**src/design/fwec_regs.svh**
```systemverilog
// Register offsets, field positions, reset values and timing counts
`ifndef FWEC_REGS_SVH
`define FWEC_REGS_SVH
`define FWEC_PSC_ADDR 8'h8F
`define FWEC_OSH_ADDR 8'hAF
`define FWEC_FSC_ADDR 8'hB6
`define FWEC_KEY_ADDR 8'hB7
`define FWEC_PSC_RST 8'h00
`define FWEC_OSH_RST 8'h0F
`define FWEC_FSC_RST 8'h03
`define FWEC_WE_BIT 0
`define FWEC_EE_BIT 1
`define FWEC_RT_BIT 4
`define FWEC_KEY1 8'hA5
`define FWEC_KEY2 8'hF1
`define FWEC_CLK_NS 20
`define FWEC_STEP_NS 5
`define FWEC_RSV_LO 16'h7E00
`define FWEC_RSV_HI 16'h7FFF
`define FWEC_PAGE_BITS 9
`define FWEC_WRITE_CYC 4
`define FWEC_ERASE_CYC 16
`endif

```
**src/design/fwec_pkg.sv**
```systemverilog
// Types used only by the device end of the flash controller
package fwec_pkg;
	typedef enum logic [1:0] {
		FWEC_LOCKED,
		FWEC_KEY1_OK,
		FWEC_UNLOCKED,
		FWEC_DISABLED
	} fwec_lock_type;
	typedef enum logic [1:0] {
		FWEC_OP_IDLE,
		FWEC_OP_WRITE,
		FWEC_OP_ERASE
	} fwec_op_type;
endpackage

```
**src/design/fwec_if.sv**
```systemverilog
// Interface between processor core and flash controller
`timescale 1ns/100ps
interface fwec_if;
	logic sfr_wr;
	logic [7:0] sfr_addr;
	logic [7:0] sfr_wdata;
	logic [7:0] sfr_rdata;
	logic mv_wr;
	logic mv_rd;
	logic [15:0] mv_addr;
	logic [7:0] mv_wdata;
	logic [7:0] mv_rdata;
	logic busy;
	logic fetch;
	modport dev (input sfr_wr, sfr_addr, sfr_wdata, mv_wr, mv_rd, mv_addr, mv_wdata, fetch,
		output sfr_rdata, mv_rdata, busy);
	modport cpu (output sfr_wr, sfr_addr, sfr_wdata, mv_wr, mv_rd, mv_addr, mv_wdata, fetch,
		input sfr_rdata, mv_rdata, busy);
endinterface

```
**src/design/fwec_device.sv**
```systemverilog
// Flash write/erase controller and read strobe timing
`timescale 1ns/100ps
`include "fwec_regs.svh"
// Overview of operation
// - Write enable steers move writes to flash
// - Write enable clear: moves hit data RAM
// - Erase plus write enable erases page
// - Firmware erases before programming a byte
// - Control register upper six bits read zero
// - Keys A5 then F1 unlock flash
// - Permission withdrawn after each operation
// - Bad key or attempt locks until reset; a key write while a write or erase runs drops back to locked when it ends
// - Key register reads lock state
// - Read strobe one or two clocks
// - Software sets read time above 25MHz
// - Flash idles when strobe deasserted
// - One-shot limits strobe at slow clocks
// - Limit width five ns times code+1
// - Limit ignored above 12.5MHz, read-time zero
// - Software keeps one-shot at least 40ns
// - Software follows read timing update order
// - Scale reserved upper bits read zero
// - One-shot upper four bits read zero
// - Region 7E00-7FFF reserved
// - Reserved region access causes error reset
// - Modify with monitor off: error reset
module fwec_device #(
	parameter int CLK_NS = `FWEC_CLK_NS,
	parameter int WRITE_CYC = `FWEC_WRITE_CYC,
	parameter int ERASE_CYC = `FWEC_ERASE_CYC
) (
	input wire logic i_core_clk,
	input wire logic i_reset,
	fwec_if.dev bus,
	input wire logic i_supply_mon_on,
	input wire logic i_supply_rst_en,
	output logic o_flash_strobe,
	output logic o_flash_prog,
	output logic o_flash_erase,
	output logic [15:0] o_flash_addr,
	output logic [7:0] o_flash_data,
	output logic o_ram_we,
	output logic [15:0] o_ram_addr,
	output logic [7:0] o_ram_data,
	output logic o_flash_error_reset
);
	localparam int SLOW_NS = 80;
	logic [1:0] psc_r;
	logic [3:0] osh_r;
	logic fsc_rt_r;
	logic [1:0] fsc_lo_r;
	fwec_pkg::fwec_lock_type lock_r;
	fwec_pkg::fwec_lock_type lock_nxt;
	fwec_pkg::fwec_op_type op_r;
	logic [15:0] cnt_r;
	logic [1:0] stb_cnt_r;
	logic [7:0] rdata_r;
	logic busy_r;

	wire key_wr = bus.sfr_wr && bus.sfr_addr == `FWEC_KEY_ADDR;
	wire we_on = psc_r[`FWEC_WE_BIT];
	wire ee_on = psc_r[`FWEC_EE_BIT];
	wire in_rsv = bus.mv_addr >= `FWEC_RSV_LO && bus.mv_addr <= `FWEC_RSV_HI;
	wire fl_wr = bus.mv_wr && we_on && !busy_r;
	wire ram_wr = bus.mv_wr && !we_on && !busy_r;
	wire mon_bad = !(i_supply_mon_on && i_supply_rst_en);
	wire err_rst = (fl_wr && (in_rsv || mon_bad)) || (bus.mv_rd && we_on && in_rsv);
	wire op_ok = fl_wr && !err_rst && lock_r == fwec_pkg::FWEC_UNLOCKED;
	wire op_bad = fl_wr && !err_rst && lock_r != fwec_pkg::FWEC_UNLOCKED;
	wire op_done = op_r != fwec_pkg::FWEC_OP_IDLE && cnt_r == 16'h0001;
	// Strobe limit: only a slow clock (period over 80ns) caps width, in either read-time mode
	wire [15:0] lim_ns = 16'((int'(osh_r) + 1) * `FWEC_STEP_NS);
	wire limit_on = CLK_NS > SLOW_NS;
	wire strobe_req = bus.fetch || bus.mv_rd;
	wire [1:0] stb_len = fsc_rt_r ? 2'h2 : 2'h1;
	wire [15:0] ns_each = 16'(CLK_NS);

	always_comb begin
		lock_nxt = lock_r;
		if (op_done) begin
			lock_nxt = fwec_pkg::FWEC_LOCKED;
		end
		if (op_bad) begin
			lock_nxt = fwec_pkg::FWEC_DISABLED;
		end
		if (key_wr) begin
			case (lock_r)
				fwec_pkg::FWEC_LOCKED: lock_nxt = bus.sfr_wdata == `FWEC_KEY1 ?
					fwec_pkg::FWEC_KEY1_OK : fwec_pkg::FWEC_DISABLED;
				fwec_pkg::FWEC_KEY1_OK: lock_nxt = bus.sfr_wdata == `FWEC_KEY2 ?
					fwec_pkg::FWEC_UNLOCKED : fwec_pkg::FWEC_DISABLED;
				fwec_pkg::FWEC_UNLOCKED: lock_nxt = fwec_pkg::FWEC_DISABLED;
				default: lock_nxt = fwec_pkg::FWEC_DISABLED;
			endcase
		end
	end

	always_ff @(posedge i_core_clk or posedge i_reset) begin
		if (i_reset) begin
			psc_r <= 2'h0;
			osh_r <= 4'hF;
			fsc_rt_r <= 1'b0;
			fsc_lo_r <= 2'h3;
			lock_r <= fwec_pkg::FWEC_LOCKED;
		end else begin
			lock_r <= lock_nxt;
			if (bus.sfr_wr && bus.sfr_addr == `FWEC_PSC_ADDR) begin
				psc_r <= bus.sfr_wdata[1:0];
			end
			if (bus.sfr_wr && bus.sfr_addr == `FWEC_OSH_ADDR) begin
				osh_r <= bus.sfr_wdata[3:0];
			end
			if (bus.sfr_wr && bus.sfr_addr == `FWEC_FSC_ADDR) begin
				fsc_rt_r <= bus.sfr_wdata[`FWEC_RT_BIT];
				fsc_lo_r <= bus.sfr_wdata[1:0];
			end
		end
	end

	always_ff @(posedge i_core_clk or posedge i_reset) begin
		if (i_reset) begin
			op_r <= fwec_pkg::FWEC_OP_IDLE;
			cnt_r <= 16'h0000;
			busy_r <= 1'b0;
			o_flash_prog <= 1'b0;
			o_flash_erase <= 1'b0;
			o_flash_addr <= 16'h0000;
			o_flash_data <= 8'h00;
		end else if (op_ok) begin
			op_r <= ee_on ? fwec_pkg::FWEC_OP_ERASE : fwec_pkg::FWEC_OP_WRITE;
			cnt_r <= ee_on ? 16'(ERASE_CYC) : 16'(WRITE_CYC);
			busy_r <= 1'b1;
			o_flash_prog <= !ee_on;
			o_flash_erase <= ee_on;
			o_flash_addr <= ee_on ? {bus.mv_addr[15:`FWEC_PAGE_BITS], 9'h000} : bus.mv_addr;
			o_flash_data <= ee_on ? 8'hFF : bus.mv_wdata;
		end else if (op_done) begin
			op_r <= fwec_pkg::FWEC_OP_IDLE;
			cnt_r <= 16'h0000;
			busy_r <= 1'b0;
			o_flash_prog <= 1'b0;
			o_flash_erase <= 1'b0;
		end else if (op_r != fwec_pkg::FWEC_OP_IDLE) begin
			cnt_r <= cnt_r - 16'h0001;
		end
	end

	always_ff @(posedge i_core_clk or posedge i_reset) begin
		if (i_reset) begin
			stb_cnt_r <= 2'h0;
			o_flash_strobe <= 1'b0;
			o_ram_we <= 1'b0;
			o_ram_addr <= 16'h0000;
			o_ram_data <= 8'h00;
			o_flash_error_reset <= 1'b0;
			rdata_r <= 8'h00;
		end else begin
			o_ram_we <= ram_wr;
			o_ram_addr <= bus.mv_addr;
			o_ram_data <= bus.mv_wdata;
			o_flash_error_reset <= err_rst;
			if (strobe_req && stb_cnt_r == 2'h0) begin
				stb_cnt_r <= stb_len;
				// First strobe clock is suppressed only for a zero limit; later clocks drop when limit is under one clock
				o_flash_strobe <= !(limit_on && lim_ns == 16'h0000);
			end else if (stb_cnt_r != 2'h0) begin
				stb_cnt_r <= stb_cnt_r - 2'h1;
				o_flash_strobe <= stb_cnt_r != 2'h1 && !(limit_on && lim_ns < ns_each);
			end else begin
				o_flash_strobe <= 1'b0;
			end
			case (bus.sfr_addr)
				`FWEC_PSC_ADDR: rdata_r <= {6'h00, psc_r};
				`FWEC_OSH_ADDR: rdata_r <= {4'h0, osh_r};
				`FWEC_FSC_ADDR: rdata_r <= {3'h0, fsc_rt_r, 2'h0, fsc_lo_r};
				`FWEC_KEY_ADDR: rdata_r <= {6'h00, lock_r};
				default: rdata_r <= 8'h00;
			endcase
		end
	end

	assign bus.sfr_rdata = rdata_r;
	assign bus.mv_rdata = 8'h00;
	assign bus.busy = busy_r;
endmodule

```
**src/flat_wrapper.sv**
```systemverilog
// flat-port wrapper written by rule: the top's interface ports become plain ports
module fwec_device_flat 
#(
	parameter int CLK_NS = `FWEC_CLK_NS,
	parameter int WRITE_CYC = `FWEC_WRITE_CYC,
	parameter int ERASE_CYC = `FWEC_ERASE_CYC
)
  (i_core_clk, i_reset, i_supply_mon_on, i_supply_rst_en, o_flash_strobe, o_flash_prog, o_flash_erase, o_flash_addr, o_flash_data, o_ram_we, o_ram_addr, o_ram_data, o_flash_error_reset, bus_sfr_wr, bus_sfr_addr, bus_sfr_wdata, bus_mv_wr, bus_mv_rd, bus_mv_addr, bus_mv_wdata, bus_fetch, bus_sfr_rdata, bus_mv_rdata, bus_busy);
  fwec_if bus_i ();
  input wire logic i_core_clk;
  input wire logic i_reset;
  input wire logic i_supply_mon_on;
  input wire logic i_supply_rst_en;
  output logic o_flash_strobe;
  output logic o_flash_prog;
  output logic o_flash_erase;
  output logic [15:0] o_flash_addr;
  output logic [7:0] o_flash_data;
  output logic o_ram_we;
  output logic [15:0] o_ram_addr;
  output logic [7:0] o_ram_data;
  output logic o_flash_error_reset;
  input wire logic [$bits(bus_i.sfr_wr)-1:0] bus_sfr_wr;
  input wire logic [$bits(bus_i.sfr_addr)-1:0] bus_sfr_addr;
  input wire logic [$bits(bus_i.sfr_wdata)-1:0] bus_sfr_wdata;
  input wire logic [$bits(bus_i.mv_wr)-1:0] bus_mv_wr;
  input wire logic [$bits(bus_i.mv_rd)-1:0] bus_mv_rd;
  input wire logic [$bits(bus_i.mv_addr)-1:0] bus_mv_addr;
  input wire logic [$bits(bus_i.mv_wdata)-1:0] bus_mv_wdata;
  input wire logic [$bits(bus_i.fetch)-1:0] bus_fetch;
  output wire logic [$bits(bus_i.sfr_rdata)-1:0] bus_sfr_rdata;
  output wire logic [$bits(bus_i.mv_rdata)-1:0] bus_mv_rdata;
  output wire logic [$bits(bus_i.busy)-1:0] bus_busy;
  assign bus_i.sfr_wr = bus_sfr_wr;
  assign bus_i.sfr_addr = bus_sfr_addr;
  assign bus_i.sfr_wdata = bus_sfr_wdata;
  assign bus_i.mv_wr = bus_mv_wr;
  assign bus_i.mv_rd = bus_mv_rd;
  assign bus_i.mv_addr = bus_mv_addr;
  assign bus_i.mv_wdata = bus_mv_wdata;
  assign bus_i.fetch = bus_fetch;
  assign bus_sfr_rdata = bus_i.sfr_rdata;
  assign bus_mv_rdata = bus_i.mv_rdata;
  assign bus_busy = bus_i.busy;
  fwec_device #(.CLK_NS(CLK_NS), .WRITE_CYC(WRITE_CYC), .ERASE_CYC(ERASE_CYC)) u_core (.i_core_clk(i_core_clk), .i_reset(i_reset), .bus(bus_i), .i_supply_mon_on(i_supply_mon_on), .i_supply_rst_en(i_supply_rst_en), .o_flash_strobe(o_flash_strobe), .o_flash_prog(o_flash_prog), .o_flash_erase(o_flash_erase), .o_flash_addr(o_flash_addr), .o_flash_data(o_flash_data), .o_ram_we(o_ram_we), .o_ram_addr(o_ram_addr), .o_ram_data(o_ram_data), .o_flash_error_reset(o_flash_error_reset));
endmodule
```
**config.mk**
```make
export PLATFORM = sky130hd
export DESIGN_NAME = fwec_device_flat
export DESIGN_NICKNAME = d
export VERILOG_FILES = /design/src/design/fwec_pkg.sv /design/src/design/fwec_if.sv /design/src/design/fwec_device.sv /design/src/flat_wrapper.sv
export VERILOG_INCLUDE_DIRS = /design/src /design/src/design
export SDC_FILE = /design/constraint.sdc
export NUM_CORES = 1
export LEC_CHECK = 0
export BUFFER_PORTS_ARGS = -buffer_cell sky130_fd_sc_hd__buf_2
export CAP_MARGIN = 20
export CORE_ASPECT_RATIO = 0.8
export CORE_UTILIZATION = 54
export DETAILED_ROUTE_END_ITERATION = 10
export GPL_ROUTABILITY_DRIVEN = 1
export GPL_TIMING_DRIVEN = 0
export MAX_ROUTING_LAYER = met4
export PLACE_DENSITY = 0.86
export SLEW_MARGIN = 15
export SYNTH_ARGS = -nofsm -noshare
export SYNTH_HDL_FRONTEND = slang
export SYNTH_SLANG_ARGS = --single-unit
```
**constraint.sdc**
```tcl
create_clock -name i_core_clk -period 6.5 [get_ports i_core_clk]
set_input_delay 0.325 -clock i_core_clk [delete_from_list [all_inputs] [get_ports i_core_clk]]
set_output_delay 0.325 -clock i_core_clk [all_outputs]
set_load 0.1 [all_outputs]
```
Word-level counts from Yosys, hierarchy flattened

Index checks and enable logic that the tools add are counted.

Register bits: 90
Bits in latches: 0
RAM bits: 0
Memory bits (read-only): 0
Logic and storage cells: 92
Memories: 0

Add/subtract/negate cells: 2
$mul: 0
Divide/modulo/power cells: 0
$lt $le $gt $ge: 2
Equal/unequal tests: 11
Shift operators: 0
Muxes and demuxes: 24
Bitwise gates (word level): 0
Reduce and logical (&&, ||, !) cells: 34

Operators with widths:

| kind                                                             | number |
|---|---|
| equality test 8 bit, second input constant                       | 6 |
| two-way mux 16 bit                                               | 3 |
| one-hot mux 5 bit (4 select lines)                               | 1 |
| logical AND 1 bit                                                | 18 |
| two-way mux 2 bit                                                | 9 |
| equality test 16 x 1 -> 1 bit, second input constant             | 1 |
| >= comparator 16 x 15 -> 1 bit, second input constant            | 1 |
| less-or-equal comparator 16 x 15 -> 1 bit, second input constant | 1 |
| subtractor 16 x 1 -> 16 bit, second input constant               | 1 |
| two-way mux 9 bit                                                | 1 |
| two-way mux 8 bit                                                | 1 |
| nonzero test 2 bit                                               | 4 |
| two-way mux 1 bit                                                | 7 |
| nonzero test 3 bit                                               | 2 |
| logical NOT 1 bit                                                | 5 |
| two-way mux 5 bit                                                | 1 |
| logical NOT 2 bit                                                | 2 |
| one-hot mux 2 bit (2 select lines)                               | 1 |
| logical OR 1 bit                                                 | 3 |
| equality test 2 x 1 -> 1 bit, second input constant              | 1 |
| equality test 2 bit, second input constant                       | 1 |
| inequality test 2 x 1 -> 1 bit, second input constant            | 1 |
| inequality test 2 bit, second input constant                     | 1 |
| subtractor 2 x 1 -> 2 bit, second input constant                 | 1 |

Longest topological paths before layout

Word-level depth: 10
Depth in mapped cells: 7
Mapped depth without buffers: 7

Worst setup path before layout

Ideal clock, no wire load.

Path kind: register to register
Start: register u_core.o_flash_prog (netlist name)
End: register u_core.cnt_r[5]
Arrival: 2280 ps
Required time: 6422 ps
Setup slack: 4142 ps
Stages on the path, launching flop included: 5
Path buffers: 0
Clock period less this slack: 2358 ps
Cell sequence: dfrtp_1 nor2_2 or3_2 or4_1 a21oi_1

RTL lines:

| item                   | line               | source |
|---|---|---|
| end signal: assignment | fwec_device.sv:131 | `cnt_r <= ee_on ? 16'(ERASE_CYC) : 16'(WRITE_CYC);` |
| end signal: assignment | fwec_device.sv:144 | `cnt_r <= cnt_r - 16'h0001;` |
| end: declaration       | fwec_device.sv:55  | `logic [15:0] cnt_r;` |

Final worst setup path

Start: register u_core.cnt_r[12]
End: register u_core.cnt_r[2]

Cells in the longest elaborated chain, start to end: 4

RTL lines:

| item                              | line               | source |
|---|---|---|
| equality test 16 x 1 -> 1 bit (*) | fwec_device.sv:70  | `wire op_done = op_r != fwec_pkg::FWEC_OP_IDLE && cnt_r == 16'h0001;` |
| logical AND 1 bit (*)             | fwec_device.sv:70  |  |
| two-way mux 16 bit                | fwec_device.sv:137 | `end else if (op_done) begin` |
| two-way mux 16 bit                | fwec_device.sv:129 | `end else if (op_ok) begin` |

Mark *: on every way between the ends. The rest lies on a longest branch, timed or not.
A chain may end at the register's enable or synchronous reset.

==> insert_results.sql <==
INSERT INTO impl_metrics (metric_group, metric, value, unit) VALUES
('clock_network', 'cts_hold_repair.buffers', '0', ''),
('synthesis', 'syn_area', '3710', 'sq um'),
('finish', 'nNetsFinal', '521', ''),
('synthesis', 'synth-edff-count', '0', ''),
('floorplanning', 'placement_rows', '26', ''),
('critical_path', 'worst_path_dominant_cell_family', 'simple AND/OR/NAND/NOR gates', ''),
('timing', 'post_route_minimum_period', '2.11', 'ns'),
('clock_network', 'worstSkewPairLatency', '0.36', 'ns'),
('synthesis', 'ys_top_cells_by_count', 'sky130_fd_sc_hd__dfrtp_1 (82), sky130_fd_sc_hd__nand2_1 (76), sky130_fd_sc_hd__nor2_1 (21)', ''),
('synthesis', 'synth_cell_types', '47', ''),
('global_route', 'grt-busiest-layer', 'met2', ''),
('timing', 'max_slew.worst_pin.slew', '0.520', 'ns'),
('synthesis', 'post_synth_top_area_cell', 'sky130_fd_sc_hd__dfrtp_1', ''),
('floorplanning', 'pin_count', '118', ''),
('finish', 'layout-drive-gt1-share', '35.2', '%'),
('global_route', 'grt_use_met2', '37.7', '%'),
('critical_path', 'timing_worst_setup_path_type', 'flip-flop to flip-flop', ''),
('synthesis', 'area_contributors_post_synth', 'sky130_fd_sc_hd__dfrtp_1 (55%), sky130_fd_sc_hd__nand2_1 (7.7%), sky130_fd_sc_hd__dfstp_2 (4.3%)', ''),
('timing', 'hold_violations', '0', ''),
('clock_network', 'cts-root-to-sink-buffers', '2', ''),
('global_route', 'first_pass_grt_wire_length', '13600', 'microns'),
('power_and_ir_drop', 'pwr_density_cell', '244', 'nW/um^2'),
('clock_network', 'tritoncts.num_buffers', '9', ''),
('synthesis', 'count_of_synthesis_stage_warnings_from_yosys', '0', ''),
('synthesis', 'synth.ff_latch_count', '88', ''),
('clock_network', 'h-tree-depth', '3', ''),
('timing', 'slew-limit-headroom', '65.3', '%'),
('place', 'io_buffers', '106', ''),
('synthesis', 'synth_seq_area_share', '59.6', '%'),
('synthesis', 'post-synth-top-count-cell', 'sky130_fd_sc_hd__dfrtp_1', ''),
('critical_path', 'cp.required', '6.73', 'ns'),
('floorplanning', 'die_height', '76.1', 'microns'),
('timing', 'setup_tns', '0', 'ns'),
('floorplanning', 'floorplan.core_area', '6510', 'sq um'),
('finish', 'final-seq-area', '2210', 'sq um'),
('synthesis', 'syn_avg_cell_area', '10.9', 'sq um'),
('finish', 'final_core_util', '70.5', '%'),
('drt', 'remaining_antenna_violation_count_after_routing', '0', ''),
('status', 'status', 'finished clean', ''),
('power_and_ir_drop', 'leakagePower', '2.42', 'nW'),
('job', 'cap_violations', '0', ''),
('finish', 'finalNonFillerCells', '558', ''),
('finish', 'area_of_the_multi_input_gates', '1390', 'sq um'),
('synthesis', 'post-synth-top-area-fraction', '55.3', '%'),
('clock_network', 'ctsRootBufferMaster', 'sky130_fd_sc_hd__clkbuf_8', ''),
('critical_path', 'critPathMaxFanout', '9', ''),
('min_path', 'min-delay-path-class', 'input port to asynchronous set/reset pin', ''),
('drt', 'drtPass1Iterations', '4', ''),
('global_route', 'number_of_antenna_violations_at_the_first_check_in_global_routing', '0', ''),
('timing', 'clock_skew', '0.00809', 'ns'),
('floorplanning', 'floorplan.initialDensity', '57.0', '%'),
('place', 'place_hpwl', '6020', 'microns'),
('place', 'detailedPlace.worstSlack', '4.29', 'ns'),
('timing', 'grt_setup_unrepaired', 'false', ''),
('critical_path', 'start_kind', 'flip-flop', ''),
('drt', 'viasPerCell', '5.24', ''),
('clock_network', 'cts_num_sinks', '88', ''),
('synthesis', 'syn_inst', '341', ''),
('floorplanning', 'fp.dieW', '94.6', 'microns'),
('clock_network', 'cts.repair_timing.setup_buffer_count', '0', ''),
('critical_path', 'cp_cell_sequence', 'or3_1, nor4b_4, nand3_2, a221oi_1, a21oi_1', ''),
('finish', 'antennaDiodeCount', '0', ''),
('timing', 'final_min_period_over_clock_period', '32.5', '%'),
('finish', 'nFillCells', '469', ''),
('critical_path', 'critPathSlowestCell', 'sky130_fd_sc_hd__dfrtp_1', ''),
('finish', 'area_growth', '23.8', '%'),
('critical_path', 'slowest_delay', '0.46', 'ns'),
('global_route', 'grt_pass1_vias', '2840', ''),
('global_route', 'global_route.overflow_total', '0', ''),
('critical_path', 'worstPathArrival', '2.34', 'ns'),
('drt', 'dr_total_vias', '2924', '');
[cell usage in the layout (no fill, tap or decap), types with 3 or more instances in the layout]
master,instances
sky130_fd_sc_hd__clkbuf_1,9
sky130_fd_sc_hd__inv_1,5
sky130_fd_sc_hd__xnor2_1,4
sky130_fd_sc_hd__clkbuf_8,9
sky130_fd_sc_hd__nor2_1,21
sky130_fd_sc_hd__a21oi_1,14
sky130_fd_sc_hd__nand2b_1,3
sky130_fd_sc_hd__nand3_1,8
sky130_fd_sc_hd__buf_4,11
sky130_fd_sc_hd__buf_2,106
sky130_fd_sc_hd__nand2_1,76
sky130_fd_sc_hd__ha_1,4
sky130_fd_sc_hd__nor3_1,6
sky130_fd_sc_hd__a22oi_1,3
sky130_fd_sc_hd__mux2i_1,4
sky130_fd_sc_hd__dfrtp_1,82
sky130_fd_sc_hd__mux2_2,11
sky130_fd_sc_hd__nand4_1,3
sky130_fd_sc_hd__nand3b_1,10
sky130_fd_sc_hd__o21ai_0,14
sky130_fd_sc_hd__or3_1,3
sky130_fd_sc_hd__nor2b_1,5
sky130_fd_sc_hd__dfstp_2,6
sky130_fd_sc_hd__and3_1,5
sky130_fd_sc_hd__conb_1,11
[where the power goes]
part | internal [mW] | switching [mW]
combinational | 0.0455 | 0.152
clock | 0.142 | 0.200
sequential | 0.569 | 0.0100
total | 0.756 | 0.363
[final timing paths]
| path | from | endpoint | slack, ns | cells past startpoint |
|---|---|---|---|---|
| worst min register to register | u_core.o_flash_addr[3]$_DFFE_PP0N_ | u_core.o_flash_addr[3]$_DFFE_PP0N_ | 0.47 | 2 |
| worst max register to register | u_core.cnt_r[12]$_DFFE_PP0P_ | u_core.cnt_r[2]$_DFFE_PP0P_ | 4.39 | 5 |
| min in group i_core_clk | bus_mv_addr[4] | u_core.o_ram_addr[4]$_DFF_PP0_ | 0.07 | 1 |
| max in group asynchronous | i_reset | u_core.osh_r[1]$_DFFE_PP1P_ | 5.84 | 3 |
| worst max-delay path | u_core.cnt_r[12]$_DFFE_PP0P_ | u_core.cnt_r[2]$_DFFE_PP0P_ | 4.39 | 5 |
| worst min-delay path | i_reset | u_core.o_flash_addr[0]$_DFFE_PP0N_ | 0.004 | 2 |
[routing by layer]
metal  part of all wire (%)  vias to the layer above
met5                      0                        -
met4                    2.0                        0
met1                     43                     1406
li1                       -                     1398
met2                     48                      104
met3                    7.0                       16
[metrics by stage]
stage,hold slack [ns],power [mW],cell area (sq um)
after floorplan,0.356,0.741,3740
after global placement,0.446,0.778,4380
after detailed placement,0.412,0.788,4410
after CTS,0.00768,1.13,4590
after global routing,0.0269,1.16,4590
final,0.00437,1.12,4590
[final cells by class]
cell class	instances	share of cell area (%)
well taps	84	2.29
plain buffers	21	2.78
inverters	6	0.545
clock inverters	7	1.20
flip-flops and latches	88	48.1
clock buffers	9	2.70
multi-input cells	236	30.2
repair buffers	107	12.2
[sequential cells by signal (all words and copies together), names as in the netlist, 2 cells and up]
| register | cells |
|---|---|
| u_core.o_flash_addr | 16 |
| u_core.bus.sfr_rdata | 5 |
| u_core.o_ram_addr | 16 |
| u_core.fsc_lo_r | 2 |
| u_core.o_flash_data | 8 |
| u_core.cnt_r | 16 |
| u_core.lock_r | 2 |
| u_core.osh_r | 4 |
| u_core.stb_cnt_r | 2 |
| u_core.psc_r | 2 |
| u_core.o_ram_data | 8 |
[worst reg2reg max path, cell delays in order, from the launching register on]
cell and delay (ns):
sky130_fd_sc_hd__dfrtp_1 0.46, sky130_fd_sc_hd__or3_1 0.46, sky130_fd_sc_hd__nor4b_4 0.37, sky130_fd_sc_hd__nand3_2 0.26, sky130_fd_sc_hd__a221oi_1 0.36, sky130_fd_sc_hd__a21oi_1 0.07
[cell families (layout without fill, tap and decap cells)]
group,count (synthesis),after routing,share of synthesized area [%]
AOI/OAI and AO/OA,38,38,5.97
xor gates and xnor gates,6,6,1.42
adders and majority gates,4,4,1.35
buffers and inverters,27,150,4.05
DFF,88,88,59.6
muxes,15,15,4.42
other,1,11,0.101
and+or+nand+nor,162,162,23.1
Power figures use the tool's default switching activity.
